==> config.mk <==
export PLATFORM = sky130hd
export DESIGN_NAME = wsccr_regs
export DESIGN_NICKNAME = d
export VERILOG_FILES = /design/src/rtl/wsccr_pkg.sv /design/src/rtl/wsccr_line_step.sv /design/src/rtl/wsccr_regs.sv
export SDC_FILE = /design/constraint.sdc
export NUM_CORES = 1
export LEC_CHECK = 0
export BUFFER_PORTS_ARGS = -buffer_cell sky130_fd_sc_hd__clkbuf_2
export CAP_MARGIN = 20
export CELL_PAD_IN_SITES_DETAIL_PLACEMENT = 1
export CELL_PAD_IN_SITES_GLOBAL_PLACEMENT = 1
export CORE_MARGIN = 2
export CORE_UTILIZATION = 25
export CTS_CLUSTER_DIAMETER = 60
export DETAILED_ROUTE_END_ITERATION = 8
export GPL_TIMING_DRIVEN = 0
export PLACE_DENSITY = 0.57
export SETUP_SLACK_MARGIN = 0.2
export SYNTH_ARGS = -nofsm -noshare
export SYNTH_HDL_FRONTEND = slang
export SYNTH_HIERARCHICAL = 1
export SYNTH_SLANG_ARGS = --single-unit
==> constraint.sdc <==
create_clock -name i_clock -period 2.6 [get_ports i_clock]
set_clock_uncertainty 0.1 [all_clocks]
set_input_delay 0 -clock i_clock [delete_from_list [all_inputs] [get_ports i_clock]]
set_output_delay 0 -clock i_clock [all_outputs]
set_load 0.005 [all_outputs]
==> src/rtl/wsccr_pkg.sv <==
// Constants and types for the window stride and colour conversion register bank.
// Assumes a 32-bit AHB-Lite slave port with 16-bit byte addresses.
`default_nettype none
package wsccr_pkg;
   localparam int unsigned WSCCR_AW = 16;
   localparam int unsigned WSCCR_DW = 32;
   localparam int unsigned WSCCR_RW = 16;
   localparam int unsigned WSCCR_STRIDE_W = 14;
   localparam int unsigned WSCCR_COEF_W = 11;
   localparam int unsigned WSCCR_COEF_N = 9;
   localparam int unsigned WSCCR_LADDR_W = 26;
   localparam int unsigned WSCCR_WIN_N = 3;
   // Register indices; byte address is the index times four
   localparam logic [15:0] WSCCR_IDX_MAIN_FRONT = 16'h086a;
   localparam logic [15:0] WSCCR_IDX_OV1_FRONT = 16'h086c;
   localparam logic [15:0] WSCCR_IDX_OV2_FRONT = 16'h086e;
   localparam logic [15:0] WSCCR_IDX_BACK = 16'h0870;
   localparam logic [15:0] WSCCR_IDX_CTL = 16'h0880;
   localparam logic [15:0] WSCCR_IDX_STAT = 16'h0882;
   localparam logic [15:0] WSCCR_IDX_COEF0 = 16'h0892;
   localparam logic [15:0] WSCCR_IDX_COEF_STEP = 16'h0002;
   // Field positions
   localparam int unsigned WSCCR_CTL_EN_BIT = 0;
   localparam int unsigned WSCCR_CTL_SEL_LSB = 3;
   localparam int unsigned WSCCR_CTL_SEL_MSB = 4;
   localparam int unsigned WSCCR_CTL_UV_BIT = 7;
   localparam int unsigned WSCCR_STAT_VND_BIT = 0;
   localparam int unsigned WSCCR_STAT_VIOL_BIT = 1;
   localparam logic [15:0] WSCCR_CTL_MASK = 16'h0099;
   // Reset values
   localparam logic [13:0] WSCCR_STRIDE_RST = 14'h0000;
   localparam logic [15:0] WSCCR_CTL_RST = 16'h0000;
   localparam logic [10:0] WSCCR_COEF_RST = 11'h000;
   localparam logic [25:0] WSCCR_LADDR_RST = 26'h0000000;

   typedef enum logic [1:0] {
      WSCCR_SEL_ALL,
      WSCCR_SEL_OV1,
      WSCCR_SEL_OV2,
      WSCCR_SEL_NONE
   } wsccr_sel_e;

   typedef enum logic [2:0] {
      WSCCR_REG_NONE,
      WSCCR_REG_MAIN,
      WSCCR_REG_OV1,
      WSCCR_REG_OV2,
      WSCCR_REG_BACK,
      WSCCR_REG_CTL,
      WSCCR_REG_STAT,
      WSCCR_REG_COEF
   } wsccr_reg_e;

   typedef enum logic [1:0] {
      WSCCR_ST_IDLE,
      WSCCR_ST_WRITE,
      WSCCR_ST_RDWAIT,
      WSCCR_ST_RDDONE
   } wsccr_bus_e;
endpackage
`default_nettype wire

==> src/rtl/wsccr_line_step.sv <==
// Line start address stepper for one display window.
// Assumes frame start and line advance strobes from fetch logic on the same clock.
`timescale 1ns/1ps
`default_nettype none
module wsccr_line_step (
   input wire logic i_clock,
   input wire logic i_nrst,
   input wire logic i_clk_en,
   input wire logic i_frame_start,
   input wire logic i_line_next,
   input wire logic [wsccr_pkg::WSCCR_LADDR_W-1:0] i_base,
   input wire logic [wsccr_pkg::WSCCR_STRIDE_W-1:0] i_stride,
   output logic [wsccr_pkg::WSCCR_LADDR_W-1:0] o_line_addr
);
   import wsccr_pkg::*;

   logic [WSCCR_LADDR_W-1:0] line_reg;
   logic [WSCCR_LADDR_W-1:0] line_next;

   always_comb begin
      line_next = line_reg;
      if (i_frame_start) begin
         line_next = i_base;
      end else if (i_line_next) begin
         // Step by the byte stride per line
         line_next = line_reg + {{(WSCCR_LADDR_W-WSCCR_STRIDE_W){1'b0}}, i_stride};
      end
   end

   always_ff @(posedge i_clock or negedge i_nrst) begin
      if (!i_nrst) begin
         line_reg <= WSCCR_LADDR_RST;
      end else if (i_clk_en) begin
         line_reg <= line_next;
      end
   end

   assign o_line_addr = line_reg;
endmodule
`default_nettype wire

==> src/rtl/wsccr_regs.sv <==
// Stride and colour conversion register bank with an AHB-Lite slave port.
// Assumes single word transfers, display timing and fetch strobes on i_clock.
//
// Implementation choice: register access over AHB-Lite.
`timescale 1ns/1ps
`default_nettype none
module wsccr_regs (
   input wire logic i_clock,
   input wire logic i_nrst,
   input wire logic i_clk_en,
   input wire logic i_hsel,
   input wire logic [wsccr_pkg::WSCCR_AW-1:0] i_haddr,
   input wire logic [1:0] i_htrans,
   input wire logic i_hwrite,
   input wire logic [wsccr_pkg::WSCCR_DW-1:0] i_hwdata,
   input wire logic i_hready,
   output logic [wsccr_pkg::WSCCR_DW-1:0] o_hrdata,
   output logic o_hreadyout,
   output logic o_hresp,
   input wire logic i_vnd,
   input wire logic [wsccr_pkg::WSCCR_WIN_N-1:0] i_use_back,
   input wire logic [wsccr_pkg::WSCCR_WIN_N-1:0] i_frame_start,
   input wire logic [wsccr_pkg::WSCCR_WIN_N-1:0] i_line_next,
   input wire logic [wsccr_pkg::WSCCR_LADDR_W-1:0] i_main_base,
   input wire logic [wsccr_pkg::WSCCR_LADDR_W-1:0] i_ov1_base,
   input wire logic [wsccr_pkg::WSCCR_LADDR_W-1:0] i_ov2_base,
   output logic [wsccr_pkg::WSCCR_LADDR_W-1:0] o_main_line_addr,
   output logic [wsccr_pkg::WSCCR_LADDR_W-1:0] o_ov1_line_addr,
   output logic [wsccr_pkg::WSCCR_LADDR_W-1:0] o_ov2_line_addr,
   output logic [wsccr_pkg::WSCCR_STRIDE_W-1:0] o_main_stride,
   output logic [wsccr_pkg::WSCCR_STRIDE_W-1:0] o_ov1_stride,
   output logic [wsccr_pkg::WSCCR_STRIDE_W-1:0] o_ov2_stride,
   output logic [wsccr_pkg::WSCCR_STRIDE_W-1:0] o_back_stride,
   output logic o_conv_main,
   output logic o_conv_ov1,
   output logic o_conv_ov2,
   output logic o_uv_offset_en,
   output logic [wsccr_pkg::WSCCR_COEF_N-1:0][wsccr_pkg::WSCCR_COEF_W-1:0] o_coef
);
   import wsccr_pkg::*;

   // Register index decode, shared by address capture and coefficient select
   function automatic wsccr_reg_e reg_decode(input logic [WSCCR_AW-1:0] addr);
      logic [15:0] idx;
      logic [15:0] off;
      idx = {2'b00, addr[WSCCR_AW-1:2]};
      off = idx - WSCCR_IDX_COEF0;
      reg_decode = WSCCR_REG_NONE;
      if (addr[1:0] == 2'b00) begin
         case (idx)
            WSCCR_IDX_MAIN_FRONT: reg_decode = WSCCR_REG_MAIN;
            WSCCR_IDX_OV1_FRONT: reg_decode = WSCCR_REG_OV1;
            WSCCR_IDX_OV2_FRONT: reg_decode = WSCCR_REG_OV2;
            WSCCR_IDX_BACK: reg_decode = WSCCR_REG_BACK;
            WSCCR_IDX_CTL: reg_decode = WSCCR_REG_CTL;
            WSCCR_IDX_STAT: reg_decode = WSCCR_REG_STAT;
            default: begin
               if (idx >= WSCCR_IDX_COEF0 && off[0] == 1'b0
                   && off[15:1] < 15'(WSCCR_COEF_N)) begin
                  reg_decode = WSCCR_REG_COEF;
               end
            end
         endcase
      end
   endfunction

   function automatic logic [3:0] coef_num(input logic [WSCCR_AW-1:0] addr);
      logic [15:0] off;
      off = {2'b00, addr[WSCCR_AW-1:2]} - WSCCR_IDX_COEF0;
      coef_num = off[4:1];
   endfunction

   // Bus slave state
   wsccr_bus_e state_reg;
   wsccr_bus_e state_next;
   wsccr_reg_e sel_reg;
   wsccr_reg_e sel_next;
   logic [3:0] cnum_reg;
   logic [3:0] cnum_next;
   logic [WSCCR_DW-1:0] hrdata_reg;
   logic [WSCCR_DW-1:0] hrdata_next;
   logic hready_reg;
   logic hready_next;
   logic accept;
   logic wr_now;
   logic [WSCCR_RW-1:0] rd_value;

   // Register state
   logic [WSCCR_STRIDE_W-1:0] main_reg;
   logic [WSCCR_STRIDE_W-1:0] main_next;
   logic [WSCCR_STRIDE_W-1:0] ov1_reg;
   logic [WSCCR_STRIDE_W-1:0] ov1_next;
   logic [WSCCR_STRIDE_W-1:0] ov2_reg;
   logic [WSCCR_STRIDE_W-1:0] ov2_next;
   logic [WSCCR_STRIDE_W-1:0] back_reg;
   logic [WSCCR_STRIDE_W-1:0] back_next;
   logic [WSCCR_RW-1:0] ctl_reg;
   logic [WSCCR_RW-1:0] ctl_next;
   logic viol_reg;
   logic viol_next;
   logic [WSCCR_COEF_N-1:0][WSCCR_COEF_W-1:0] coef_reg;
   logic conv_main_reg;
   logic conv_ov1_reg;
   logic conv_ov2_reg;
   logic conv_main_next;
   logic conv_ov1_next;
   logic conv_ov2_next;
   wsccr_sel_e win_sel;

   assign accept = i_hsel & i_htrans[1] & i_hready;
   assign wr_now = (state_reg == WSCCR_ST_WRITE);

   always_comb begin
      state_next = state_reg;
      sel_next = sel_reg;
      cnum_next = cnum_reg;
      hrdata_next = hrdata_reg;
      case (state_reg)
         WSCCR_ST_RDWAIT: begin
            // Read data loaded after any earlier write has landed
            hrdata_next = {{(WSCCR_DW-WSCCR_RW){1'b0}}, rd_value};
            state_next = WSCCR_ST_RDDONE;
         end
         WSCCR_ST_IDLE, WSCCR_ST_WRITE, WSCCR_ST_RDDONE: begin
            if (accept) begin
               sel_next = reg_decode(i_haddr);
               cnum_next = coef_num(i_haddr);
               state_next = i_hwrite ? WSCCR_ST_WRITE : WSCCR_ST_RDWAIT;
            end else begin
               state_next = WSCCR_ST_IDLE;
            end
         end
         default: state_next = WSCCR_ST_IDLE;
      endcase
      hready_next = (state_next != WSCCR_ST_RDWAIT);
   end

   always_ff @(posedge i_clock or negedge i_nrst) begin
      if (!i_nrst) begin
         state_reg <= WSCCR_ST_IDLE;
         sel_reg <= WSCCR_REG_NONE;
         cnum_reg <= 4'h0;
         hrdata_reg <= 32'h00000000;
         hready_reg <= 1'b1;
      end else if (i_clk_en) begin
         state_reg <= state_next;
         sel_reg <= sel_next;
         cnum_reg <= cnum_next;
         hrdata_reg <= hrdata_next;
         hready_reg <= hready_next;
      end
   end

   // Read mux; unused bits are held at zero by storage width and mask
   always_comb begin
      rd_value = 16'h0000;
      case (sel_reg)
         WSCCR_REG_MAIN: rd_value = {2'b00, main_reg};
         WSCCR_REG_OV1: rd_value = {2'b00, ov1_reg};
         WSCCR_REG_OV2: rd_value = {2'b00, ov2_reg};
         WSCCR_REG_BACK: rd_value = {2'b00, back_reg};
         WSCCR_REG_CTL: rd_value = ctl_reg & WSCCR_CTL_MASK;
         WSCCR_REG_STAT: begin
            rd_value[WSCCR_STAT_VND_BIT] = i_vnd;
            rd_value[WSCCR_STAT_VIOL_BIT] = viol_reg;
         end
         WSCCR_REG_COEF: begin
            if (cnum_reg < 4'(WSCCR_COEF_N)) begin
               rd_value = {5'h00, coef_reg[cnum_reg]};
            end
         end
         default: rd_value = 16'h0000;
      endcase
   end

   always_comb begin
      main_next = main_reg;
      ov1_next = ov1_reg;
      ov2_next = ov2_reg;
      back_next = back_reg;
      ctl_next = ctl_reg;
      viol_next = viol_reg;
      if (wr_now) begin
         case (sel_reg)
            WSCCR_REG_MAIN: main_next = i_hwdata[WSCCR_STRIDE_W-1:0];
            WSCCR_REG_OV1: begin
               ov1_next = i_hwdata[WSCCR_STRIDE_W-1:0];
            end
            WSCCR_REG_OV2: ov2_next = i_hwdata[WSCCR_STRIDE_W-1:0];
            WSCCR_REG_BACK: back_next = i_hwdata[WSCCR_STRIDE_W-1:0];
            WSCCR_REG_CTL: ctl_next = i_hwdata[WSCCR_RW-1:0] & WSCCR_CTL_MASK;
            WSCCR_REG_STAT: begin
               if (i_hwdata[WSCCR_STAT_VIOL_BIT]) begin
                  viol_next = 1'b0;
               end
            end
            default: ;
         endcase
      end
      // Flag an overlay one stride write made during active display; set wins over clear
      if (wr_now && sel_reg == WSCCR_REG_OV1 && !i_vnd) begin
         viol_next = 1'b1;
      end
   end

   always_ff @(posedge i_clock or negedge i_nrst) begin
      if (!i_nrst) begin
         main_reg <= WSCCR_STRIDE_RST;
         ov1_reg <= WSCCR_STRIDE_RST;
         ov2_reg <= WSCCR_STRIDE_RST;
         back_reg <= WSCCR_STRIDE_RST;
         ctl_reg <= WSCCR_CTL_RST;
         viol_reg <= 1'b0;
      end else if (i_clk_en) begin
         main_reg <= main_next;
         ov1_reg <= ov1_next;
         ov2_reg <= ov2_next;
         back_reg <= back_next;
         ctl_reg <= ctl_next;
         viol_reg <= viol_next;
      end
   end

   // Coefficient storage, fixed point s.2.8 passed on unchanged
   genvar gi;
   generate
      for (gi = 0; gi < WSCCR_COEF_N; gi = gi + 1) begin : g_coef
         logic [WSCCR_COEF_W-1:0] cf_next;
         always_comb begin
            cf_next = coef_reg[gi];
            if (wr_now && sel_reg == WSCCR_REG_COEF && cnum_reg == 4'(gi)) begin
               cf_next = i_hwdata[WSCCR_COEF_W-1:0];
            end
         end
         always_ff @(posedge i_clock or negedge i_nrst) begin
            if (!i_nrst) begin
               coef_reg[gi] <= WSCCR_COEF_RST;
            end else if (i_clk_en) begin
               coef_reg[gi] <= cf_next;
            end
         end
      end
   endgenerate

   // Per-window conversion gating, registered from the next control value
   always_comb begin
      win_sel = wsccr_sel_e'(ctl_next[WSCCR_CTL_SEL_MSB:WSCCR_CTL_SEL_LSB]);
      conv_main_next = 1'b0;
      conv_ov1_next = 1'b0;
      conv_ov2_next = 1'b0;
      if (ctl_next[WSCCR_CTL_EN_BIT]) begin
         case (win_sel)
            WSCCR_SEL_ALL: begin
               conv_main_next = 1'b1;
               conv_ov1_next = 1'b1;
               conv_ov2_next = 1'b1;
            end
            WSCCR_SEL_OV1: conv_ov1_next = 1'b1;
            WSCCR_SEL_OV2: conv_ov2_next = 1'b1;
            default: ;
         endcase
      end
   end

   always_ff @(posedge i_clock or negedge i_nrst) begin
      if (!i_nrst) begin
         conv_main_reg <= 1'b0;
         conv_ov1_reg <= 1'b0;
         conv_ov2_reg <= 1'b0;
      end else if (i_clk_en) begin
         conv_main_reg <= conv_main_next;
         conv_ov1_reg <= conv_ov1_next;
         conv_ov2_reg <= conv_ov2_next;
      end
   end

   // Line address steppers; back buffer shares one stride
   logic [WSCCR_WIN_N-1:0][WSCCR_LADDR_W-1:0] base_w;
   logic [WSCCR_WIN_N-1:0][WSCCR_STRIDE_W-1:0] front_w;
   logic [WSCCR_WIN_N-1:0][WSCCR_LADDR_W-1:0] laddr_w;
   assign base_w[0] = i_main_base;
   assign base_w[1] = i_ov1_base;
   assign base_w[2] = i_ov2_base;
   assign front_w[0] = main_reg;
   assign front_w[1] = ov1_reg;
   assign front_w[2] = ov2_reg;

   generate
      for (gi = 0; gi < WSCCR_WIN_N; gi = gi + 1) begin : g_win
         wsccr_line_step u_step (
            .i_clock(i_clock),
            .i_nrst(i_nrst),
            .i_clk_en(i_clk_en),
            .i_frame_start(i_frame_start[gi]),
            .i_line_next(i_line_next[gi]),
            .i_base(base_w[gi]),
            .i_stride(i_use_back[gi] ? back_reg : front_w[gi]),
            .o_line_addr(laddr_w[gi])
         );
      end
   endgenerate

   assign o_hrdata = hrdata_reg;
   assign o_hreadyout = hready_reg;
   assign o_hresp = 1'b0;
   assign o_main_line_addr = laddr_w[0];
   assign o_ov1_line_addr = laddr_w[1];
   assign o_ov2_line_addr = laddr_w[2];
   assign o_main_stride = main_reg;
   assign o_ov1_stride = ov1_reg;
   assign o_ov2_stride = ov2_reg;
   assign o_back_stride = back_reg;
   assign o_conv_main = conv_main_reg;
   assign o_conv_ov1 = conv_ov1_reg;
   assign o_conv_ov2 = conv_ov2_reg;
   assign o_uv_offset_en = ctl_reg[WSCCR_CTL_UV_BIT];
   assign o_coef = coef_reg;
endmodule
`default_nettype wire

* After elaboration in Yosys (flattened, before gate mapping)
Cells that the tools add are included.
** Storage, ports and cells
- Register bits :: 267
- Input bits :: 144
- Output and inout port bits :: 271
- Word-level logic and storage cells :: 145
** Operators by class
- $add $sub $neg :: 4
- Order comparisons :: 4
- Equality and inequality tests :: 27
- Mux-type cells :: 32
- Bitwise logic cells :: 3
- Reductions and logical operators :: 48
** Operator list (count)
- $mux 26 :: 6
- $eq 14x12->1 const B :: 6
- $add 26x14->26 :: 3
- $pmux 12 s6 :: 1
- $bmux 11 s4 :: 1
- $mux 14 :: 3
- $reduce_and 2->1 :: 13
- $mux 11 :: 2
- $pmux 3 s6 :: 1
- $reduce_and 3->1 :: 6
- $eq 4x3->1 const B :: 4
- $lt 15x4->1 const B :: 1
- $sub 14x12->15 const B :: 1
- $ge 14x12->1 const B :: 1
- $logic_and 1x1->1 :: 14
- $pmux 2 s7 :: 1
- $eq 3x3->1 const B :: 4
- $reduce_bool 2->1 :: 6
- $mux 1 :: 10
- $mux 5 :: 2
- $eq 4x2->1 const B :: 2
- $eq 2x2->1 const B :: 3
- $eq 3x2->1 const B :: 2
- $logic_not 2->1 :: 3
- 17 further kinds :: 22

* Logic depth before layout (Yosys ltp)
Gate-level depths: netlist of the first run.
- Depth in word-level cells :: 7
- Mapped depth :: 11
- Depth with buffers taken out :: 10

* By module
The synthesis of the first run kept the hierarchy.
** By module, submodules not included
- wsccr_regs :: instances 1, cells each 776, area an instance 9656.8 sq um, seq. area each 4680.7 sq um
- wsccr_line_step at g_win[1].u_step ... :: instances 2, cells each 265, area an instance 2174.6 sq um, seq. area each 650.6 sq um
- wsccr_line_step at g_win[0].u_step :: instances 1, cells each 257, area an instance 2143.3 sq um, seq. area each 650.6 sq um

* Worst setup path after synthesis of the first run
No wires, ideal clock.
- Path kind :: reg-to-reg
- Start :: register back_reg[0], in the netlist o_back_stride[0]
- End :: register g_win[1].u_step.line_reg[16]
- Setup time :: 0.094 ns
- Data arrival time :: 2.574 ns
- Required time :: 2.406 ns
- Path slack :: -0.168 ns
- Stages on the path, launching flop included :: 10
- Path buffers :: 0
- Period minus slack after synthesis :: 2.768 ns
- Path through :: dfrtp_1 mux2_2 ha_1 fa_1 a211oi_1 nor2_1 o211a_1 o21a_1 a31o_1 a211oi_1
** On the way
- Word-level cells in the longest chain between the ends :: 4
** RTL lines
- start: declaration :: line wsccr_regs.sv:95 : logic [WSCCR_STRIDE_W-1:0] back_reg;
- start signal: assignment :: line wsccr_regs.sv:218 : back_reg <= back_next;
- $mux 14 :: line wsccr_regs.sv:297 : .i_stride(i_use_back[gi] ? back_reg : front_w[gi]),
- $add 26x14->26 :: line wsccr_line_step.sv:26 : line_next = line_reg + {{(WSCCR_LADDR_W-WSCCR_STRIDE_W){1'b0}}, i_stride};
- $mux 26 :: line wsccr_line_step.sv:24 : end else if (i_line_next) begin
- $mux 26 :: line wsccr_line_step.sv:22 : if (i_frame_start) begin
- end signal: assignment :: line wsccr_line_step.sv:34 : line_reg <= line_next;
- end: declaration :: line wsccr_line_step.sv:17 : logic [WSCCR_LADDR_W-1:0] line_reg;
No other way between the ends. The select of a mux whose other input is x is not followed.
A chain may end at the register's enable or synchronous reset.

* Worst setup path after layout of the first run
- Start :: register back_reg[0], in the netlist o_back_stride[0]
- End :: register g_win[1].u_step.line_reg[22]
Same word-level chain as after synthesis.

==> results.toml, run 1 <==
[placed_design]
dp.cells = 2809
port_buffers = 371
place_hpwl_um = 53700
placed_area_um2 = 19400
gp_routability_congestion = 0.850

[sta]
slew_viol_final = 0
setup_viol = 37
hold_viol = 0
period_share = 1.08
rsz0062_at_grt = "true"
tightest_slew_ns = 0.872
period_needed_ns = 2.82
setup_ws_ns = -0.219
clock.fmax_ghz = 0.355
finalSetupTns_ns = -3.74
max_slew_margin = 0.419

[global_routing]
grtUsageTotal = 0.212
antenna_found_initial = 7
grt_pass1_wl_um = 108000
grt_pass1_vias = 16500
grt-ovfl-total = 0
grt_max_degree = 104

[synthesis]
synth_async_sr_flop_share = 1.00
synthDistinctLibCells = 89
synth_flop_cell = "dfrtp_1"
yosys.area.top_type_share = 0.409
yosys_warnings = 6
avgSynthCellArea_um2 = 10.3
synth_area_um2 = 16100
synth_common_cells = "264 x dfrtp_1, 200 x mux2_2, 111 x nand2_1, 109 x a21oi_1, 89 x o21ai_0"
synth-edff-count = 0
post-synth-top-count-cell = "dfrtp_1"
ys_seq_elements = 265
yosysTopAreaCell = "dfrtp_1"
synth_area_leaders = "dfrtp_1 41%, mux2_2 14%, a21oi_1 3.4%, ha_1 3.3%, mux4_2 3.1%"
syn_inst = 1563
seq_area_frac_synth = 0.411

[setup_path]
reg2regPathDepth = 10
arrival_ns = 3.20
worst-path-max-fanout = 5
crit_type = "reg2reg"
rr_startpoint = "o_back_stride[0]"
r2r-end = "g_win[1].u_step/o_line_addr[22]"
reg2reg_slack_ns = -0.22
end_kind = "register"
worstSetupStartpointType = "register"
crit_required_ns = 2.98

[detailed_routing]
routed_via_density = 5.04
drc = 0
postRouteAntennaNets = 0
drt_iter0_markers = 698
wl_um = 73000
dr.pass1.iters = 5
vias = 15700
wire_per_inst_um = 23.4

[worst_hold_path]
hp-class = "in2reg"
worstHoldStart = "i_haddr[11]"
holdPathStages = 6
hold_end = "sel_reg[0]"

[clock_tree]
cts_tree = "yes"
clock_latency_ns = 0.57
numCtsBuffers = 38
cts.clk_slew.worst_paths_ns = 0.06
h-tree-depth = 2
cts_max_path_buffers = 3
cts-root-buf = "clkbuf_16"
cts_sinks = 265

[final_layout]
drive_gt1_frac = 0.481
layout.cells.non_filler = 3116
area_delta_synth_final_pct = 51.6
fin_nets = 2422
largest_reg_flops = 99
fin_util = 0.382
fin_area_um2 = 24500

[floorplan]
core-area_um2 = 64100
ios = 415
start_util = 0.252
design.die.area_um2 = 66600
fp-row-count = 93
chipWidth_um = 258
die_y_um = 258

[run_status]
run_status = "finished with violations"
failed_checks = "negative setup slack"

[power_and_ir_drop]
power.total_mw = 12.5
p_leak_nw = 11.5
p_per_area_nw_per_um2 = 512
irDropWorstVdd_mv = 0.369

[flow_run]
drv_cap = 0
==> how the worst max path moves through the flow <==
stage / start / end / cells past startpoint
final: o_back_stride[0] / g_win[1].u_step/o_line_addr[22] / 10
after global routing: o_back_stride[0] / g_win[1].u_step/o_line_addr[22] / 10
after CTS: o_back_stride[0] / g_win[0].u_step/o_line_addr[22] / 10
after detailed placement: i_use_back[1] / g_win[1].u_step/o_line_addr[22] / 11
after global placement: i_nrst / o_coef[45] / 1
after floorplan: o_back_stride[0] / g_win[2].u_step/o_line_addr[20] / 9
==> critical path: stages (launching register included) <==
cell      delay (ns)
dfrtp_2         0.47
mux2_4          0.30
ha_4            0.17
fa_2            0.43
a211oi_4        0.28
nor2_4          0.06
o211a_4         0.27
o211ai_1        0.22
buf_4           0.20
nor4_4          0.05
nor3_2          0.20
==> routing by layer <==
layer	vias to the layer above	part of all wire	GRT usage
met5	-	0.00056	0
met4	6	0.032	0.0729
met3	120	0.057	0.0446
met2	392	0.47	0.342
met1	8044	0.44	0.282
li1	7138	-	-
==> report_power, final <==
group	switching (mW)	internal (mW)
logic	1.34	1.07
registers	0.311	4.33
clock network	2.16	3.32
total	3.81	8.73
==> kinds of logic after synthesis <==
group           synth area share
simple gates               0.114
fa+ha+maj                 0.0370
other cells             0.000232
xor+xnor                  0.0157
buf+inv                   0.0482
flops                      0.411
compound gates             0.178
mux                        0.197
==> final cells by class <==
class | instances | area, um^2
Antenna cell | 2 | 5.00
Buffer | 126 | 754
Clock buffer | 48 | 1060
Clock inverter | 19 | 253
Fill cell | 7086 | 39600
Inverter | 34 | 128
Multi-Input combinational cell | 1156 | 10400
Sequential cell | 265 | 6660
Tap cell | 855 | 1070
Timing Repair Buffer | 611 | 4160
==> layout by cell type (no fill, tap or decap), types with 27 or more instances in the layout <==
cell type	count
a21oi_1	77
a21oi_2	27
and3_1	32
buf_4	101
buf_6	43
clkbuf_1	45
clkbuf_16	38
clkbuf_2	379
dfrtp_1	244
dlygate4sd3_1	127
ha_4	28
inv_1	29
mux2_2	174
nand2_1	104
nand3_1	32
nor2_1	67
o21ai_0	51
o21ai_1	31
==> per-stage QoR <==
step | hold WS (ns) | worst slack, ns
4_1_cts | 0.00719 | -0.224
3_3_place_gp | 0.148 | -4.67
5_1_grt | 0.0831 | -0.344
3_5_place_dp | -0.00620 | -0.625
2_1_floorplan | -0.396 | 0.0671
6_report | 0.0326 | -0.219
==> timing repair <==
item | CTS | global route
hold buffers | 128 | 1
gates resized for setup | 260 | 131
gates cloned | 0 | 0
setup buffers | 77 | 32
pin swaps | 137 | 105
endpoints found under the setup margin | 134 | 125
hold endpoints to repair | 258 | 1
(Power assumes the default switching activity.)
==> run 2, diff against run 1 <==
--- a/config.mk
+++ b/config.mk
@@ -6,15 +6,16 @@
 export NUM_CORES = 1
 export LEC_CHECK = 0
 export BUFFER_PORTS_ARGS = -buffer_cell sky130_fd_sc_hd__clkbuf_2
-export CAP_MARGIN = 20
 export CELL_PAD_IN_SITES_DETAIL_PLACEMENT = 1
 export CELL_PAD_IN_SITES_GLOBAL_PLACEMENT = 1
+export CORE_ASPECT_RATIO = 2
 export CORE_MARGIN = 2
 export CORE_UTILIZATION = 25
 export CTS_CLUSTER_DIAMETER = 60
 export DETAILED_ROUTE_END_ITERATION = 8
 export GPL_TIMING_DRIVEN = 0
 export PLACE_DENSITY = 0.57
+export RECOVER_POWER = 25
 export SETUP_SLACK_MARGIN = 0.2
 export SYNTH_ARGS = -nofsm -noshare
 export SYNTH_HDL_FRONTEND = slang
==> results.toml, run 2 (synthesis gave the netlist of run 1 again) <==
[detailed_routing]
vias = 15600
drt_iter0_markers = 513
dr.pass1.iters = 4
drc = 0
wl_um = 75700
postRouteAntennaNets = 0
routed_via_density = 5.14
wire_per_inst_um = 25.0

[run_status]
run_status = "finished with violations"
failed_checks = "negative setup slack"

[global_routing]
grt-ovfl-total = 0
grt_max_degree = 111
grt_pass1_wl_um = 110000
gr-usage-met2 = 0.418
grtUsageTotal = 0.221
antenna_found_initial = 6
grtUsageMet1 = 0.223
busiest_layer = "met2"
gr-usage-met3 = 0.0502
grt_pass1_vias = 17000

[power_and_ir_drop]
internal_power_mw = 7.84
sw_frac_of_total = 0.317
irDropWorstVdd_mv = 0.354
power.switching_mw = 3.65
seq_power_share = 0.404
clkPwrFrac = 0.387
combPwrFrac = 0.209
p_per_area_nw_per_um2 = 486
p_leak_nw = 10.9

[setup_path]
path_cells = "mux2_4 -> ha_4 -> fa_2 -> a211oi_4 -> nor2_4 -> o211a_4 -> o21a_4 -> a311oi_4 -> a211oi_2"
worstSetupStartpointType = "register"
crit_type = "reg2reg"
critPathMaxStageDelay_ns = 0.45
cp_top_family = "compound AO/OA/AOI/OAI gates"
worst-path-max-fanout = 5
reg2reg_slack_ns = -0.19
crit_required_ns = 2.97
arrival_ns = 3.16
cp_num_buf_inv = 0
crit_slowest_cell = "dfrtp_2"
end_kind = "register"

[clock_tree]
cts_sinks = 265
cts.clk_slew.worst_paths_ns = 0.06
cts_tree = "yes"
h-tree-depth = 1
cts-root-buf = "clkbuf_16"
clock_latency_ns = 0.61
cts_max_path_buffers = 3
numCtsBuffers = 30

[placed_design]
placed_area_um2 = 19300
place_ws_ns = -0.617
gp_routability_congestion = 0.889
place_hpwl_um = 57900
port_buffers = 371

[final_layout]
drive_gt1_frac = 0.426
area_delta_synth_final_pct = 46.4
fin_area_um2 = 23600
largest_reg_flops = 99
fin_nets = 2397
final_cell_mix = "293 x clkbuf_2, 242 x dfrtp_1, 177 x mux2_2"
fin_util = 0.370
final_common_cell = "clkbuf_2"

[sta]
tightest_slew_ns = 0.793
rsz0062_at_grt = "true"
period_needed_ns = 2.79
setup_viol = 39
max_slew_margin = 0.471
period_share = 1.07
slew_viol_final = 0
setup_ws_ns = -0.190
clock.fmax_ghz = 0.358
hold_viol = 0

[floorplan]
start_util = 0.253
design.die.area_um2 = 66800
core-area_um2 = 63900
die_y_um = 363
chipWidth_um = 184
fp-row-count = 131
ios = 415

[worst_hold_path]
hp-class = "in2reg"

[flow_run]
drv_cap = 0
run 2: cell types whose count changed in the layout (fill, tap and decap cells not counted), sizes merged:
cell         delta
clkbuf          -8
inv             -2
dlygate4sd3     +6
clkinvlp        +2
buf            -22
diode           +1
bufinv          -2
clkinv          -4
run 2: per-stage QoR:
| step | instances | hold WS, ns | setup TNS, ns | total power [mW] |
|---|---|---|---|---|
| finish | 3030 | 0.00620 | -4.22 | 11.5 |
| global route | 3029 | 0.0625 | -8.44 | 12.0 |
| CTS | 3004 | 0.0111 | -4.62 | 11.6 |
| detailed placement | 2752 | -0.0677 | -29.65 | 6.62 |
| global placement | 2750 | 0.147 | -1256.07 | 6.55 |
| floorplan | 1581 | -0.396 | 0 | 5.65 |
run 2: worst paths after layout:
check,startpoint,endpoint,depth (start not counted)
max,o_back_stride[0],g_win[1].u_step/o_line_addr[16],9
min,i_hready,cnum_reg[0],5
max reg2reg,o_back_stride[0],g_win[1].u_step/o_line_addr[16],9
min reg2reg,o_hrdata[12],o_hrdata[12],2
max in group asynchronous,i_nrst,o_coef[72],5
min in group asynchronous,i_nrst,g_win[0].u_step/o_line_addr[16],3
run 2: layout make-up:
type | count | area [um^2]
clock inverter | 13 | 153
sequential | 265 | 6660
inverter | 34 | 128
multi-input combinational | 1156 | 10200
antenna | 3 | 7.51
fill | 7239 | 40300
clock buffer | 41 | 843
tap | 798 | 998
timing repair buffer | 594 | 3870
buffer | 126 | 752
run 2: power groups by stage:
stage | Combinational, mW | Clock, mW | Sequential (mW)
after floorplan | 1.05 | 0 | 4.60
after global placement | 1.87 | 0 | 4.68
after detailed placement | 1.93 | 0 | 4.69
after CTS | 2.33 | 4.59 | 4.63
after global routing | 2.62 | 4.72 | 4.67
final | 2.40 | 4.45 | 4.65
run 2: timing repair:
item,CTS,global route
hold buffers,133,1
endpoints found under the hold margin,306,1
endpoints found under the setup margin,158,147
pin swaps,129,96
gates resized for setup,266,89
setup buffers,65,22
cloned,0,0
run 2: worst min-delay path, stage by stage:
cell and delay (ns):
clkbuf_2 0.11, nand4_1 0.10, or2_2 0.14, clkbuf_2 0.20
o21ai_0 0.09
run 2: per-layer routing:
layer	wire, um	vias to the layer above
li1	-	7076
met4	3870	6
met1	26700	7842
met2	40400	511
met3	4760	151
met5	41	-
